<file path="config.mk">
export PLATFORM = sky130hd
export DESIGN_NAME = dorc_top
export DESIGN_NICKNAME = d
export VERILOG_FILES = /design/src/include/dorc_pkg.sv /design/src/include/dorc_stretch_if.sv /design/src/hw/dorc_stretch.sv /design/src/hw/dorc_top.sv
export SDC_FILE = /design/constraint.sdc
export NUM_CORES = 1
export LEC_CHECK = 0
export ABC_CLOCK_PERIOD_IN_PS = 7500
export BUFFER_PORTS_ARGS = -buffer_cell sky130_fd_sc_hd__buf_2
export CORE_MARGIN = 4
export CORE_UTILIZATION = 40
export CTS_BUF_LIST = sky130_fd_sc_hd__clkbuf_8
export DETAILED_ROUTE_END_ITERATION = 6
export SLEW_MARGIN = 20
export SYNTH_ARGS = -nofsm -noshare
export SYNTH_HDL_FRONTEND = slang
export SYNTH_HIERARCHICAL = 1
export SYNTH_SLANG_ARGS = --single-unit
</file>
<file path="constraint.sdc">
create_clock -name clk -period 7.5 [get_ports clk]
set_clock_uncertainty 0.2 [all_clocks]
set_input_delay 1.125 -clock clk [delete_from_list [all_inputs] [get_ports clk]]
set_output_delay 1.125 -clock clk [all_outputs]
set_load 0.03 [all_outputs]
</file>
<file path="src/include/dorc_pkg.sv">
// Purpose: Shared constants for the downconverter range and preset block
// Assumes: AXI4-Lite, 32-bit data, one word per register
// Notes:   Printed offsets are register indices; byte address is index times four
package dorc_pkg;
    // Bus, sample and stretch counter widths
    localparam int AW = 12;
    localparam int SW = 16;
    localparam int CW = 11;

    // Register indices as printed
    localparam logic [AW-1:0] IDX_GAIN   = 12'h210;
    localparam logic [AW-1:0] IDX_LVL_I  = 12'h211;
    localparam logic [AW-1:0] IDX_LVL_Q  = 12'h212;
    localparam logic [AW-1:0] IDX_PIN    = 12'h213;
    localparam logic [AW-1:0] IDX_SRC    = 12'h214;
    localparam logic [AW-1:0] IDX_SEL    = 12'h215;
    localparam logic [AW-1:0] IDX_IRQST  = 12'h218;
    localparam logic [AW-1:0] IDX_IRQMSK = 12'h219;
    localparam logic [AW-1:0] IDX_CHMODE = 12'h21A;

    // Byte addresses
    localparam logic [AW-1:0] ADDR_GAIN   = IDX_GAIN << 2;
    localparam logic [AW-1:0] ADDR_LVL_I  = IDX_LVL_I << 2;
    localparam logic [AW-1:0] ADDR_LVL_Q  = IDX_LVL_Q << 2;
    localparam logic [AW-1:0] ADDR_PIN    = IDX_PIN << 2;
    localparam logic [AW-1:0] ADDR_SRC    = IDX_SRC << 2;
    localparam logic [AW-1:0] ADDR_SEL    = IDX_SEL << 2;
    localparam logic [AW-1:0] ADDR_IRQST  = IDX_IRQST << 2;
    localparam logic [AW-1:0] ADDR_IRQMSK = IDX_IRQMSK << 2;
    localparam logic [AW-1:0] ADDR_CHMODE = IDX_CHMODE << 2;

    // Reset values
    localparam logic [7:0] RST_GAIN   = 8'h00;
    localparam logic [7:0] RST_LVL_I  = 8'hF2;
    localparam logic [7:0] RST_LVL_Q  = 8'hAB;
    localparam logic [7:0] RST_PIN    = 8'h07;
    localparam logic [7:0] RST_SRC    = 8'h00;
    localparam logic [7:0] RST_SEL    = 8'h00;
    localparam logic [7:0] RST_IRQ    = 8'h00;
    localparam logic [7:0] RST_CHMODE = 8'h00;

    // Field positions
    localparam int BIT_GAIN_DOUBLE = 0;
    localparam int BIT_PIN_ENABLE  = 3;
    localparam int BIT_SINGLE_CH   = 0;

    // Shortest stretched pulse, in cycles
    localparam logic [CW-1:0] STRETCH_BASE = 11'h008;

    // Preset source modes
    localparam logic [1:0] SRC_REG   = 2'h0;
    localparam logic [1:0] SRC_PINS  = 2'h1;
    localparam logic [1:0] SRC_PIN_A = 2'h2;

    localparam logic [1:0] RESP_OKAY   = 2'h0;
    localparam logic [1:0] RESP_SLVERR = 2'h2;
endpackage

</file>
<file path="src/include/dorc_stretch_if.sv">
// Purpose: Carries one detection channel into its pulse stretcher
// Assumes: Single clock
// Notes:   One instance per range flag
`timescale 1ns/10ps
`default_nettype none
interface dorc_stretch_if;
    logic       hit;
    logic [2:0] expo;
    logic       enable;
    logic       flag;
    modport owner   (output hit, output expo, output enable, input flag);
    modport stretch (input hit, input expo, input enable, output flag);
endinterface
`default_nettype wire

</file>
<file path="src/hw/dorc_stretch.sv">
// Purpose: Stretches one range detection into a pin pulse
// Assumes: hit is a one-cycle detection strobe
// Notes:   Pulse lasts 8 << expo cycles after the last hit
`timescale 1ns/10ps
`default_nettype none
module dorc_stretch (
    // Clock and reset
    input  wire logic         clk,
    input  wire logic         resetn,
    // Detection in, flag out
    dorc_stretch_if.stretch   sif
);
    logic [dorc_pkg::CW-1:0] cntQ;

    always_ff @(posedge clk) begin
        if (!resetn) begin
            cntQ <= '0;
        end else if (sif.hit) begin
            cntQ <= dorc_pkg::STRETCH_BASE << sif.expo;
        end else if (cntQ != '0) begin
            cntQ <= cntQ - 11'h001;
        end
    end

    // Pin gated by enable; drops when count runs out
    always_ff @(posedge clk) begin
        if (!resetn) begin
            sif.flag <= 1'b0;
        end else begin
            sif.flag <= sif.enable & (sif.hit | (cntQ > 11'h001));
        end
    end

    a_stretch_load: assert property (@(posedge clk) disable iff (!resetn)
        sif.hit |=> cntQ == (dorc_pkg::STRETCH_BASE << $past(sif.expo)))
        else $error("stretch count not loaded");
    a_pin_gated: assert property (@(posedge clk) disable iff (!resetn)
        sif.flag |-> $past(sif.enable))
        else $error("pin high while disabled");
    a_pulse_hold: assert property (@(posedge clk) disable iff (!resetn)
        sif.hit && sif.enable ##1 sif.enable [*7] |-> sif.flag)
        else $error("pulse shorter than eight cycles");
    a_pulse_end: assert property (@(posedge clk) disable iff (!resetn)
        cntQ <= 11'h001 && !sif.hit |=> !sif.flag)
        else $error("pin stays high after hold-off");
endmodule
`default_nettype wire

</file>
<file path="src/hw/dorc_top.sv">
// Purpose: Gain gain_double, range detection, range pins and NCO preset choice
// Assumes: Samples signed, synchronous to clk; AXI4-Lite registers
// Notes:   Only byte lane 0 of each register word is used
//
// The AXI4-Lite register port is this design's own decision.
`timescale 1ns/10ps
`default_nettype none
module dorc_top (
    // Clock and reset
    input  wire logic                  clk,
    input  wire logic                  resetn,
    // AXI4-Lite write
    input  wire logic [11:0]           s_axi_awaddr,
    input  wire logic                  s_axi_awvalid,
    output logic                       s_axi_awready,
    input  wire logic [31:0]           s_axi_wdata,
    input  wire logic [3:0]            s_axi_wstrb,
    input  wire logic                  s_axi_wvalid,
    output logic                       s_axi_wready,
    output logic [1:0]                 s_axi_bresp,
    output logic                       s_axi_bvalid,
    input  wire logic                  s_axi_bready,
    // AXI4-Lite read
    input  wire logic [11:0]           s_axi_araddr,
    input  wire logic                  s_axi_arvalid,
    output logic                       s_axi_arready,
    output logic [31:0]                s_axi_rdata,
    output logic [1:0]                 s_axi_rresp,
    output logic                       s_axi_rvalid,
    input  wire logic                  s_axi_rready,
    // Filter samples in
    input  wire logic                  sampleValid,
    input  wire logic signed [15:0]    sampleIA,
    input  wire logic signed [15:0]    sampleQA,
    input  wire logic signed [15:0]    sampleIB,
    input  wire logic signed [15:0]    sampleQB,
    // Samples out with control bits
    output logic                       outValid,
    output logic signed [15:0]         outIA,
    output logic signed [15:0]         outQA,
    output logic signed [15:0]         outIB,
    output logic signed [15:0]         outQB,
    output logic [1:0]                 ctrlBitsA,
    output logic [1:0]                 ctrlBitsB,
    // Range pins
    output logic                       range_flag_a_lo,
    output logic                       range_flag_a_hi,
    output logic                       range_flag_b_lo,
    output logic                       range_flag_b_hi,
    // Preset selection
    input  wire logic [1:0]            preset_pins_a,
    input  wire logic [1:0]            preset_pins_b,
    output logic [1:0]                 presetActA,
    output logic [1:0]                 presetActB,
    // Interrupt
    output logic                       irq
);
    logic [7:0] gainQ, lvlIQ, lvlQQ, pinQ, srcQ, selQ, irqStQ, irqMskQ, chModeQ;
    logic [11:0] awAddrQ;
    logic [7:0]  wDataQ;
    logic        awHeldQ, wHeldQ, wLaneQ, doWrite;
    logic signed [15:0] boosted [4];
    logic [15:0] mag [4];
    logic [3:0]  hits;
    logic        gainDouble, singleCh;
    logic [1:0]  nextA, nextB;

    assign gainDouble = gainQ[dorc_pkg::BIT_GAIN_DOUBLE];
    assign singleCh   = chModeQ[dorc_pkg::BIT_SINGLE_CH];

    // Saturating doubling, so a slip by software clips instead of wrapping
    function automatic logic signed [15:0] gain_double(input logic signed [15:0] s, input logic en);
        logic signed [15:0] r;
        r = s;
        if (en) begin
            if (s[15] != s[14]) begin
                r = s[15] ? 16'sh8000 : 16'sh7FFF;
            end else begin
                r = {s[14:0], 1'b0};
            end
        end
        return r;
    endfunction

    // Gain stage per lane; magnitude against threshold
    generate
        for (genvar k = 0; k < 4; k++) begin : g_lane
            logic signed [15:0] raw;
            assign raw = (k == 0) ? sampleIA : (k == 1) ? sampleQA : (k == 2) ? sampleIB : sampleQB;
            assign boosted[k] = gain_double(raw, gainDouble);
            assign mag[k] = boosted[k][15] ? 16'(-boosted[k]) : 16'(boosted[k]);
            assign hits[k] = sampleValid & (mag[k] >= {1'b0, ((k % 2) == 0) ? lvlIQ : lvlQQ, 7'h00});
        end
    endgenerate

    // Output samples and control bits, independent of pin enable
    always_ff @(posedge clk) begin
        if (!resetn) begin
            outValid  <= 1'b0;
            outIA     <= '0;
            outQA     <= '0;
            outIB     <= '0;
            outQB     <= '0;
            ctrlBitsA <= 2'h0;
            ctrlBitsB <= 2'h0;
        end else begin
            outValid <= sampleValid;
            if (sampleValid) begin
                outIA     <= boosted[0];
                outQA     <= boosted[1];
                outIB     <= boosted[2];
                outQB     <= boosted[3];
                ctrlBitsA <= hits[1:0];
                ctrlBitsB <= hits[3:2];
            end
        end
    end

    dorc_stretch_if sIf [4] ();
    generate
        for (genvar k = 0; k < 4; k++) begin : g_str
            assign sIf[k].hit    = hits[k];
            assign sIf[k].expo   = pinQ[2:0];
            assign sIf[k].enable = pinQ[dorc_pkg::BIT_PIN_ENABLE];
            dorc_stretch u_str (
                .clk    (clk),
                .resetn (resetn),
                .sif    (sIf[k])
            );
        end
    endgenerate
    assign range_flag_a_lo = sIf[0].flag;
    assign range_flag_a_hi = sIf[1].flag;
    assign range_flag_b_lo = sIf[2].flag;
    assign range_flag_b_hi = sIf[3].flag;

    always_comb begin
        nextA = presetActA;
        nextB = presetActB;
        unique case (srcQ[1:0])
            dorc_pkg::SRC_REG: begin
                nextA = selQ[1:0];
                nextB = selQ[3:2];
            end
            dorc_pkg::SRC_PINS: begin
                nextA = preset_pins_a;
                nextB = preset_pins_b;
            end
            dorc_pkg::SRC_PIN_A: begin
                nextA = preset_pins_a;
                nextB = preset_pins_a;
            end
            default: begin
                // Reserved mode keeps the last selection
            end
        endcase
        if (singleCh) begin
            nextB = nextA;
        end
    end

    always_ff @(posedge clk) begin
        if (!resetn) begin
            presetActA <= 2'h0;
            presetActB <= 2'h0;
        end else begin
            presetActA <= nextA;
            presetActB <= nextB;
        end
    end

    // Write channel: address and data taken in either order
    assign doWrite = awHeldQ & wHeldQ & ~s_axi_bvalid;
    always_ff @(posedge clk) begin
        if (!resetn) begin
            s_axi_awready <= 1'b0;
            s_axi_wready  <= 1'b0;
            s_axi_bvalid  <= 1'b0;
            s_axi_bresp   <= dorc_pkg::RESP_OKAY;
            awHeldQ       <= 1'b0;
            wHeldQ        <= 1'b0;
            wLaneQ        <= 1'b0;
            awAddrQ       <= '0;
            wDataQ        <= 8'h00;
        end else begin
            if (s_axi_awvalid && s_axi_awready) begin
                awAddrQ       <= s_axi_awaddr;
                awHeldQ       <= 1'b1;
                s_axi_awready <= 1'b0;
            end else if (!awHeldQ && !s_axi_bvalid) begin
                s_axi_awready <= 1'b1;
            end
            if (s_axi_wvalid && s_axi_wready) begin
                wDataQ       <= s_axi_wdata[7:0];
                wLaneQ       <= s_axi_wstrb[0];
                wHeldQ       <= 1'b1;
                s_axi_wready <= 1'b0;
            end else if (!wHeldQ && !s_axi_bvalid) begin
                s_axi_wready <= 1'b1;
            end
            if (doWrite) begin
                awHeldQ      <= 1'b0;
                wHeldQ       <= 1'b0;
                s_axi_bvalid <= 1'b1;
                s_axi_bresp  <= (awAddrQ inside {dorc_pkg::ADDR_GAIN, dorc_pkg::ADDR_LVL_I,
                    dorc_pkg::ADDR_LVL_Q, dorc_pkg::ADDR_PIN, dorc_pkg::ADDR_SRC, dorc_pkg::ADDR_SEL,
                    dorc_pkg::ADDR_IRQST, dorc_pkg::ADDR_IRQMSK, dorc_pkg::ADDR_CHMODE})
                    ? dorc_pkg::RESP_OKAY : dorc_pkg::RESP_SLVERR;
            end else if (s_axi_bvalid && s_axi_bready) begin
                s_axi_bvalid <= 1'b0;
            end
        end
    end

    // Configuration registers, reserved bits kept as written
    always_ff @(posedge clk) begin
        if (!resetn) begin
            gainQ   <= dorc_pkg::RST_GAIN;
            lvlIQ   <= dorc_pkg::RST_LVL_I;
            lvlQQ   <= dorc_pkg::RST_LVL_Q;
            pinQ    <= dorc_pkg::RST_PIN;
            srcQ    <= dorc_pkg::RST_SRC;
            selQ    <= dorc_pkg::RST_SEL;
            irqMskQ <= dorc_pkg::RST_IRQ;
            chModeQ <= dorc_pkg::RST_CHMODE;
        end else if (doWrite && wLaneQ) begin
            unique case (awAddrQ)
                dorc_pkg::ADDR_GAIN:   gainQ   <= wDataQ;
                dorc_pkg::ADDR_LVL_I:  lvlIQ   <= wDataQ;
                dorc_pkg::ADDR_LVL_Q:  lvlQQ   <= wDataQ;
                dorc_pkg::ADDR_PIN:    pinQ    <= wDataQ;
                dorc_pkg::ADDR_SRC:    srcQ    <= wDataQ;
                dorc_pkg::ADDR_SEL:    selQ    <= wDataQ;
                dorc_pkg::ADDR_IRQMSK: irqMskQ <= wDataQ;
                dorc_pkg::ADDR_CHMODE: chModeQ <= wDataQ;
                default: begin
                end
            endcase
        end
    end

    // Sticky detection status, write one to clear; a new hit beats the clear
    always_ff @(posedge clk) begin
        if (!resetn) begin
            irqStQ <= dorc_pkg::RST_IRQ;
            irq    <= 1'b0;
        end else begin
            if (doWrite && wLaneQ && awAddrQ == dorc_pkg::ADDR_IRQST) begin
                irqStQ <= (irqStQ & ~wDataQ) | {4'h0, hits};
            end else begin
                irqStQ <= irqStQ | {4'h0, hits};
            end
            irq <= |(irqStQ & irqMskQ);
        end
    end

    // Read channel, one outstanding read, data registered
    always_ff @(posedge clk) begin
        if (!resetn) begin
            s_axi_arready <= 1'b0;
            s_axi_rvalid  <= 1'b0;
            s_axi_rdata   <= 32'h0000_0000;
            s_axi_rresp   <= dorc_pkg::RESP_OKAY;
        end else if (s_axi_arvalid && s_axi_arready) begin
            s_axi_arready <= 1'b0;
            s_axi_rvalid  <= 1'b1;
            s_axi_rresp   <= dorc_pkg::RESP_OKAY;
            unique case (s_axi_araddr)
                dorc_pkg::ADDR_GAIN:   s_axi_rdata <= {24'h000000, gainQ};
                dorc_pkg::ADDR_LVL_I:  s_axi_rdata <= {24'h000000, lvlIQ};
                dorc_pkg::ADDR_LVL_Q:  s_axi_rdata <= {24'h000000, lvlQQ};
                dorc_pkg::ADDR_PIN:    s_axi_rdata <= {24'h000000, pinQ};
                dorc_pkg::ADDR_SRC:    s_axi_rdata <= {24'h000000, srcQ};
                dorc_pkg::ADDR_SEL:    s_axi_rdata <= {24'h000000, selQ};
                dorc_pkg::ADDR_IRQST:  s_axi_rdata <= {24'h000000, irqStQ};
                dorc_pkg::ADDR_IRQMSK: s_axi_rdata <= {24'h000000, irqMskQ};
                dorc_pkg::ADDR_CHMODE: s_axi_rdata <= {24'h000000, chModeQ};
                default: begin
                    s_axi_rdata <= 32'h0000_0000;
                    s_axi_rresp <= dorc_pkg::RESP_SLVERR;
                end
            endcase
        end else if (s_axi_rvalid) begin
            if (s_axi_rready) begin
                s_axi_rvalid <= 1'b0;
            end
        end else begin
            s_axi_arready <= 1'b1;
        end
    end

    a_gain_unity: assert property (@(posedge clk) disable iff (!resetn)
        sampleValid && !gainDouble |=> outIA == $past(sampleIA) && outQB == $past(sampleQB))
        else $error("unity gain path altered sample");
    a_gain_shift: assert property (@(posedge clk) disable iff (!resetn)
        sampleValid && gainDouble && sampleQA[15] == sampleQA[14] |=> outQA == 16'($past(sampleQA) <<< 1))
        else $error("gain_double did not double sample");
    a_ctrl_i_level: assert property (@(posedge clk) disable iff (!resetn)
        sampleValid |=> ctrlBitsA[0] == ($past(mag[0]) >= {1'b0, $past(lvlIQ), 7'h00}))
        else $error("I control bit wrong");
    a_ctrl_q_level: assert property (@(posedge clk) disable iff (!resetn)
        sampleValid |=> ctrlBitsB[1] == ($past(mag[3]) >= {1'b0, $past(lvlQQ), 7'h00}))
        else $error("Q control bit wrong");
    a_ctrl_no_gate: assert property (@(posedge clk) disable iff (!resetn)
        sampleValid && !pinQ[dorc_pkg::BIT_PIN_ENABLE] && hits[1] |=> ctrlBitsA[1] && !range_flag_a_hi)
        else $error("pin enable leaked into control bits");
    a_preset_reg: assert property (@(posedge clk) disable iff (!resetn)
        srcQ[1:0] == dorc_pkg::SRC_REG && !singleCh |=> presetActA == $past(selQ[1:0])
            && presetActB == $past(selQ[3:2]))
        else $error("register preset not applied");
    a_preset_pins: assert property (@(posedge clk) disable iff (!resetn)
        srcQ[1:0] == dorc_pkg::SRC_PINS && !singleCh |=> presetActB == $past(preset_pins_b))
        else $error("pins B not applied");
    a_preset_pin_a: assert property (@(posedge clk) disable iff (!resetn)
        srcQ[1:0] == dorc_pkg::SRC_PIN_A |=> presetActB == $past(preset_pins_a))
        else $error("pins A not shared");
    a_single_follow: assert property (@(posedge clk) disable iff (!resetn)
        singleCh |=> presetActB == presetActA)
        else $error("single channel not following A");
endmodule
`default_nettype wire

</file>
## Word level (Yosys, flattened, before mapping)

Cells that the tools add are included.
W data, S select, Z words.

- Multiplexer cells: 36
- Divide/modulo/power cells: 0
- Add/subtract/negate cells: 8
- Reduce and logical (&&, ||, !) cells: 38
- Equal/unequal tests: 24
- Shifts and indexed selects: 1
- Bitwise logic cells: 21
- Order comparisons: 8
- Multipliers: 0

Operators with widths:

| operator | count |
|---|---|
| $mux W16 | 16 |
| $eq A12 B12 Y1 const B | 18 |
| $mux W11 | 8 |
| $pmux W8 S9 | 1 |
| $ge A16 B15 Y1 | 4 |
| $neg A16 Y16 | 4 |
| $gt A11 B1 Y1 const B | 4 |
| $reduce_bool A11 Y1 | 4 |
| $sub A11 B1 Y11 const B | 4 |
| $and A8 B8 Y8 | 2 |
| $or A8 B4 Y8 | 2 |
| $reduce_and A2 Y1 | 8 |
| $shl A4 B3 Y11 const A | 1 |
| $and A1 B1 Y1 | 10 |
| $reduce_bool A2 Y1 | 5 |
| $reduce_or A2 Y1 | 5 |
| $reduce_bool A9 Y1 | 1 |
| $reduce_or A9 Y1 | 1 |
| $logic_and A1 B1 Y1 | 8 |
| $mux W8 | 1 |
| $not A8 Y8 | 1 |
| $reduce_or A8 Y1 | 1 |
| $mux W2 | 3 |
| $pmux W2 S3 | 1 |
| other kinds (10) | 23 |

- Register bits: 258
- Bits of input ports: 136
- Bits in read-only memories: 0
- Memories: 0
- Logic and storage cells: 176
- Latch bits: 0
- Memory bits (writable): 0

## Longest topological paths before layout

- Word-level depth: 9
- Mapped depth: 20

## Modules after synthesis

Netlist, hierarchy kept.

Modules (own cells, without submodules):

| module | area each (um^2) | sequential area each (um^2) | times used | cells an instance |
|---|---|---|---|---|
| dorc_top | 10571.4 | 3683.5 | 1 | 1321 |
| dorc_stretch | 749.5 | 240.2 | 4 | 84 |

## Worst setup path after synthesis

OpenSTA, ideal clock, no wires.

- Path kind: input to register
- Start: input port sampleQB[14]
- End: register g_str[3].u_str/cntQ[3] in the netlist's numbering
- Setup time: 0.136 ns
- Stages on the path: 17
- Setup slack: 2.354 ns
- Arrival time: 4.810 ns
- Required time: 7.164 ns
- Path through: inv_1 -> ha_1 -> clkbuf_1 -> nor3b_1 -> o2111ai_1 -> o31ai_1 -> nand2b_1 -> o21a_1 -> xor2_1 -> ha_1 -> a21o_1 -> a221o_1 -> a221o_1 -> a21oi_1 -> nor2_1 -> o41ai_4 -> nor2_1

- Word-level cells in the longest chain between the ends: 8
- Elaborated cells between the ends (all ways): 9
- Those cells by class: 1 x add/sub; 1 x order compare; 1 x eq/ne; 4 x mux; 1 x bitwise; 1 x reduce/logical

RTL lines:

| item | RTL line | source |
|---|---|---|
| start: declaration | dorc_top.sv:36 | `input wire logic signed [15:0] sampleQB,` |
| $ne A1 B1 Y1 | dorc_top.sv:76 | `if (s[15] != s[14]) begin` |
| $mux W16 | dorc_top.sv:76 |  |
| $mux W16 * | dorc_top.sv:75 | `if (en) begin` |
| $neg A16 Y16 | dorc_top.sv:91 | `assign mag[k] = boosted[k][15] ? 16'(-boosted[k]) : 16'(boosted[k]);` |
| $mux W16 * | dorc_top.sv:91 |  |
| $ge A16 B15 Y1 * | dorc_top.sv:92 | `assign hits[k] = sampleValid & (mag[k] >= {1'b0, ((k % 2) == 0) ? lvlIQ : lvlQQ, 7'h00});` |
| $and A1 B1 Y1 * | dorc_top.sv:92 |  |
| net sIf[3].hit | dorc_stretch_if.sv:7 | `logic hit;` |
| $mux W11 or $reduce_bool A2 Y1 (tied branches) | -- |  |
| end signal: assignment | dorc_stretch.sv:19 | `cntQ <= dorc_pkg::STRETCH_BASE << sif.expo;` |
| end signal: assignment | dorc_stretch.sv:21 | `cntQ <= cntQ - 11'h001;` |
| end: declaration | dorc_stretch.sv:13 | `logic [dorc_pkg::CW-1:0] cntQ;` |

The timed path passes the listed nets; every way through them passes the cells marked *.
A chain may end at the register's enable or synchronous reset.

## Worst setup path after layout

- Start: input port sampleQB[14]
- End: register g_str[3].u_str/cntQ[4] in the netlist's numbering

The elaborated chain is that of the path after synthesis.

==> reports/metrics.cfg <==
[global_routing]
grt_pass1_wl_um = 61700
grt.total_usage = 0.205
grt_overflow_total = 0
grt_pass1_vias = 11870
grt_max_degree = 119
antenna_found_initial = 1

[worst_setup_path]
end_kind = register
worstPathMaxFanout = 22
worst_ep_arrival_time_ns = 6.01
path_delay_family = compound AO/OA/AOI/OAI gates
critical_path_buf_inv_count = 4
required_ns = 7.74
crit_type = input port to register
path_cells = buf_2, inv_1, ha_1, or2_2, a31oi_1, o31ai_1, nand2b_1, o21a_1, xor2_1, ha_1, a21o_1, a221o_1, a221o_1, a21oi_1, buf_4, nor2_1, buf_4, o41ai_4, nor2b_1
start_kind = input port
crit_path_top_delay_cell = o31ai_1
slowest_delay_ns = 0.66

[power_and_ir_drop]
p_switching_mw = 1.48
swShare = 0.361
p_int_mw = 2.61
ir_worst_vdd_mv = 0.148
p_clk_frac = 0.303
cellLeakagePower_nw = 6.74
power_mw = 4.09
p_per_area_nw_per_um2 = 261
p_seq_frac = 0.383
pwr-share-comb = 0.314

[floorplanning]
pin_count = 255
die_w_um = 192
initial_core_util = 0.405
dieArea_um2 = 36900
rows = 67
die_y_um = 192
core_area_um2 = 33500

[clock_network]
cts_buffer_depth = 3
cts_resized = 0
cts.clk_slew.worst_paths_ns = 0.06
cts_tree = built
clock_latency_ns = 0.60
cts_setup_buffers = 0
cts-hold-fix-buffers = 0
cts_sinks = 232
cts-buffers-inserted = 45
ctsRootBufferMaster = clkbuf_8
h-tree-depth = 2

[layout]
stdcell_area_um2 = 15600
drive_gt1_frac = 0.188
fin_nets = 2024
layout_common_cells = 242 x nor2_1, 231 x dfxtp_1, 201 x buf_2
syn_to_final_growth_pct = 15.3
finalNonFillerCells = 2309
final_core_util = 0.467
final_common_cell = nor2_1

[placed_design]
dp_slack_ns = 1.18
placed_cells = 2229
dp_hpwl_um = 27400
gp_congestion = 0.828
io_buffers = 201
place_area_um2 = 14800

[route]
routed_wl_um = 38600
drtAntennaViolNets = 0
drt_pass1_iterations = 5
wire_per_inst_um = 16.7
routed-via-count = 12472
drtIter0Drc = 757
avgViaCountPerCell = 5.40
drc = 0

[outcome]
status = finished clean

[timing]
slew_violations = 0
grt_setup_unrepaired = false
fin_tns_setup_ns = 0
final_hold_viol_count = 0
setup_ws_ns = 1.74
hold_slack_ns = 0.245
fmax_mhz = 174
setup_viol = 0
relSlewSlack = 0.296
period_share = 0.768
fin_crit_ns = 5.76
worstMarginPinSlew_ns = 1.06

[logic_synthesis]
synth-seq-cells = 232
yosysWarnings = 6
async_reset_ff_frac = 0
yosysTopAreaCell = dfxtp_1
ys.flop_type = dfxtp_1
postSynthAreaPerCell_um2 = 8.19
synth-edff-count = 0
yosysSeqAreaShare = 0.342
syn_inst = 1657
synth_area_um2 = 13600
synth.area.top_cells = dfxtp_1 34%, mux2i_1 9.0%, nor2_1 6.7%
synth_top_cell_area_share = 0.342
ys_types = 84

[hold_path]
hold_path_class = register to register

[run]
max_cap_viol_count = 0

## cells by family after synthesis
family / share of synthesized area
and+or+nand+nor: 0.230
AOI/OAI and AO/OA: 0.191
other: 0.000276
muxes: 0.0908
buffers and inverters: 0.0619
DFF: 0.342
adders and majority gates: 0.0553
xor gates and xnor gates: 0.0284
## layer usage
metal  GRT usage  share of wire  vias to the layer above
met5           0        0.00031                        -
met4      0.0499          0.017                        2
met3      0.0623          0.083                       58
met2       0.329           0.45                      361
met1       0.270           0.45                     5837
li1            -              -                     6214
## power by group through the flow
stage          sequential (mW)  combinational (mW)  clock [mW]
2_1_floorplan             1.59                1.01           0
3_3_place_gp              1.58                1.25           0
3_5_place_dp              1.59                1.28           0
4_1_cts                   1.57                1.29        1.29
5_1_grt                   1.59                1.44        1.34
6_report                  1.57                1.29        1.24
## final timing paths
| kind | slack (ns) | depth (start not counted) | startpoint | to |
|---|---|---|---|---|
| setup / recovery | 1.74 | 19 | sampleQB[14] | g_str[3].u_str/cntQ[4] |
| hold / removal | 0.25 | 2 | s_axi_rdata[2] | s_axi_rdata[2] |
| setup reg to reg | 1.99 | 14 | gainQ[0] | g_str[1].u_str/cntQ[7] |
| hold reg to reg | 0.25 | 2 | s_axi_rdata[2] | s_axi_rdata[2] |
## registers in the layout, summed over array words and instances (netlist names), 12 cells and up
name / cells
outIB: 16
g_str.u_str/cntQ: 44
outIA: 16
outQB: 16
outQA: 16
awAddrQ: 12
## cell usage after synthesis (all sizes together), types with 16 or more instances
master  count
nor2      247
dfxtp     232
a21oi     160
nand2     147
mux2i     122
inv        67
clkbuf     63
ha         60
o21ai      55
buf        53
xnor2      33
a31oi      30
nor3       29
nor4       25
a211oi     24
nor2b      24
nand3      20
a311oi     17
or4        17
nand4b     16
## worst min-delay path: cells and delay by family (launching register included)
kind	cells	cell delay (ns)
flip-flops	1	0.32
AO/OA/AOI/OAI	1	0.05
AND/OR/NAND/NOR	1	0.04
## layout make-up
type                            instances  area [µm²]
Tap cell                              448         561
Multi-Input combinational cell       1265        8190
Timing Repair Buffer                  215        1110
Fill cell                            3358       17900
Clock inverter                         26         149
Antenna cell                            1        2.50
Inverter                               69         262
Clock buffer                           53         729
Sequential cell                       232        4650
(Power assumes the default switching activity.)
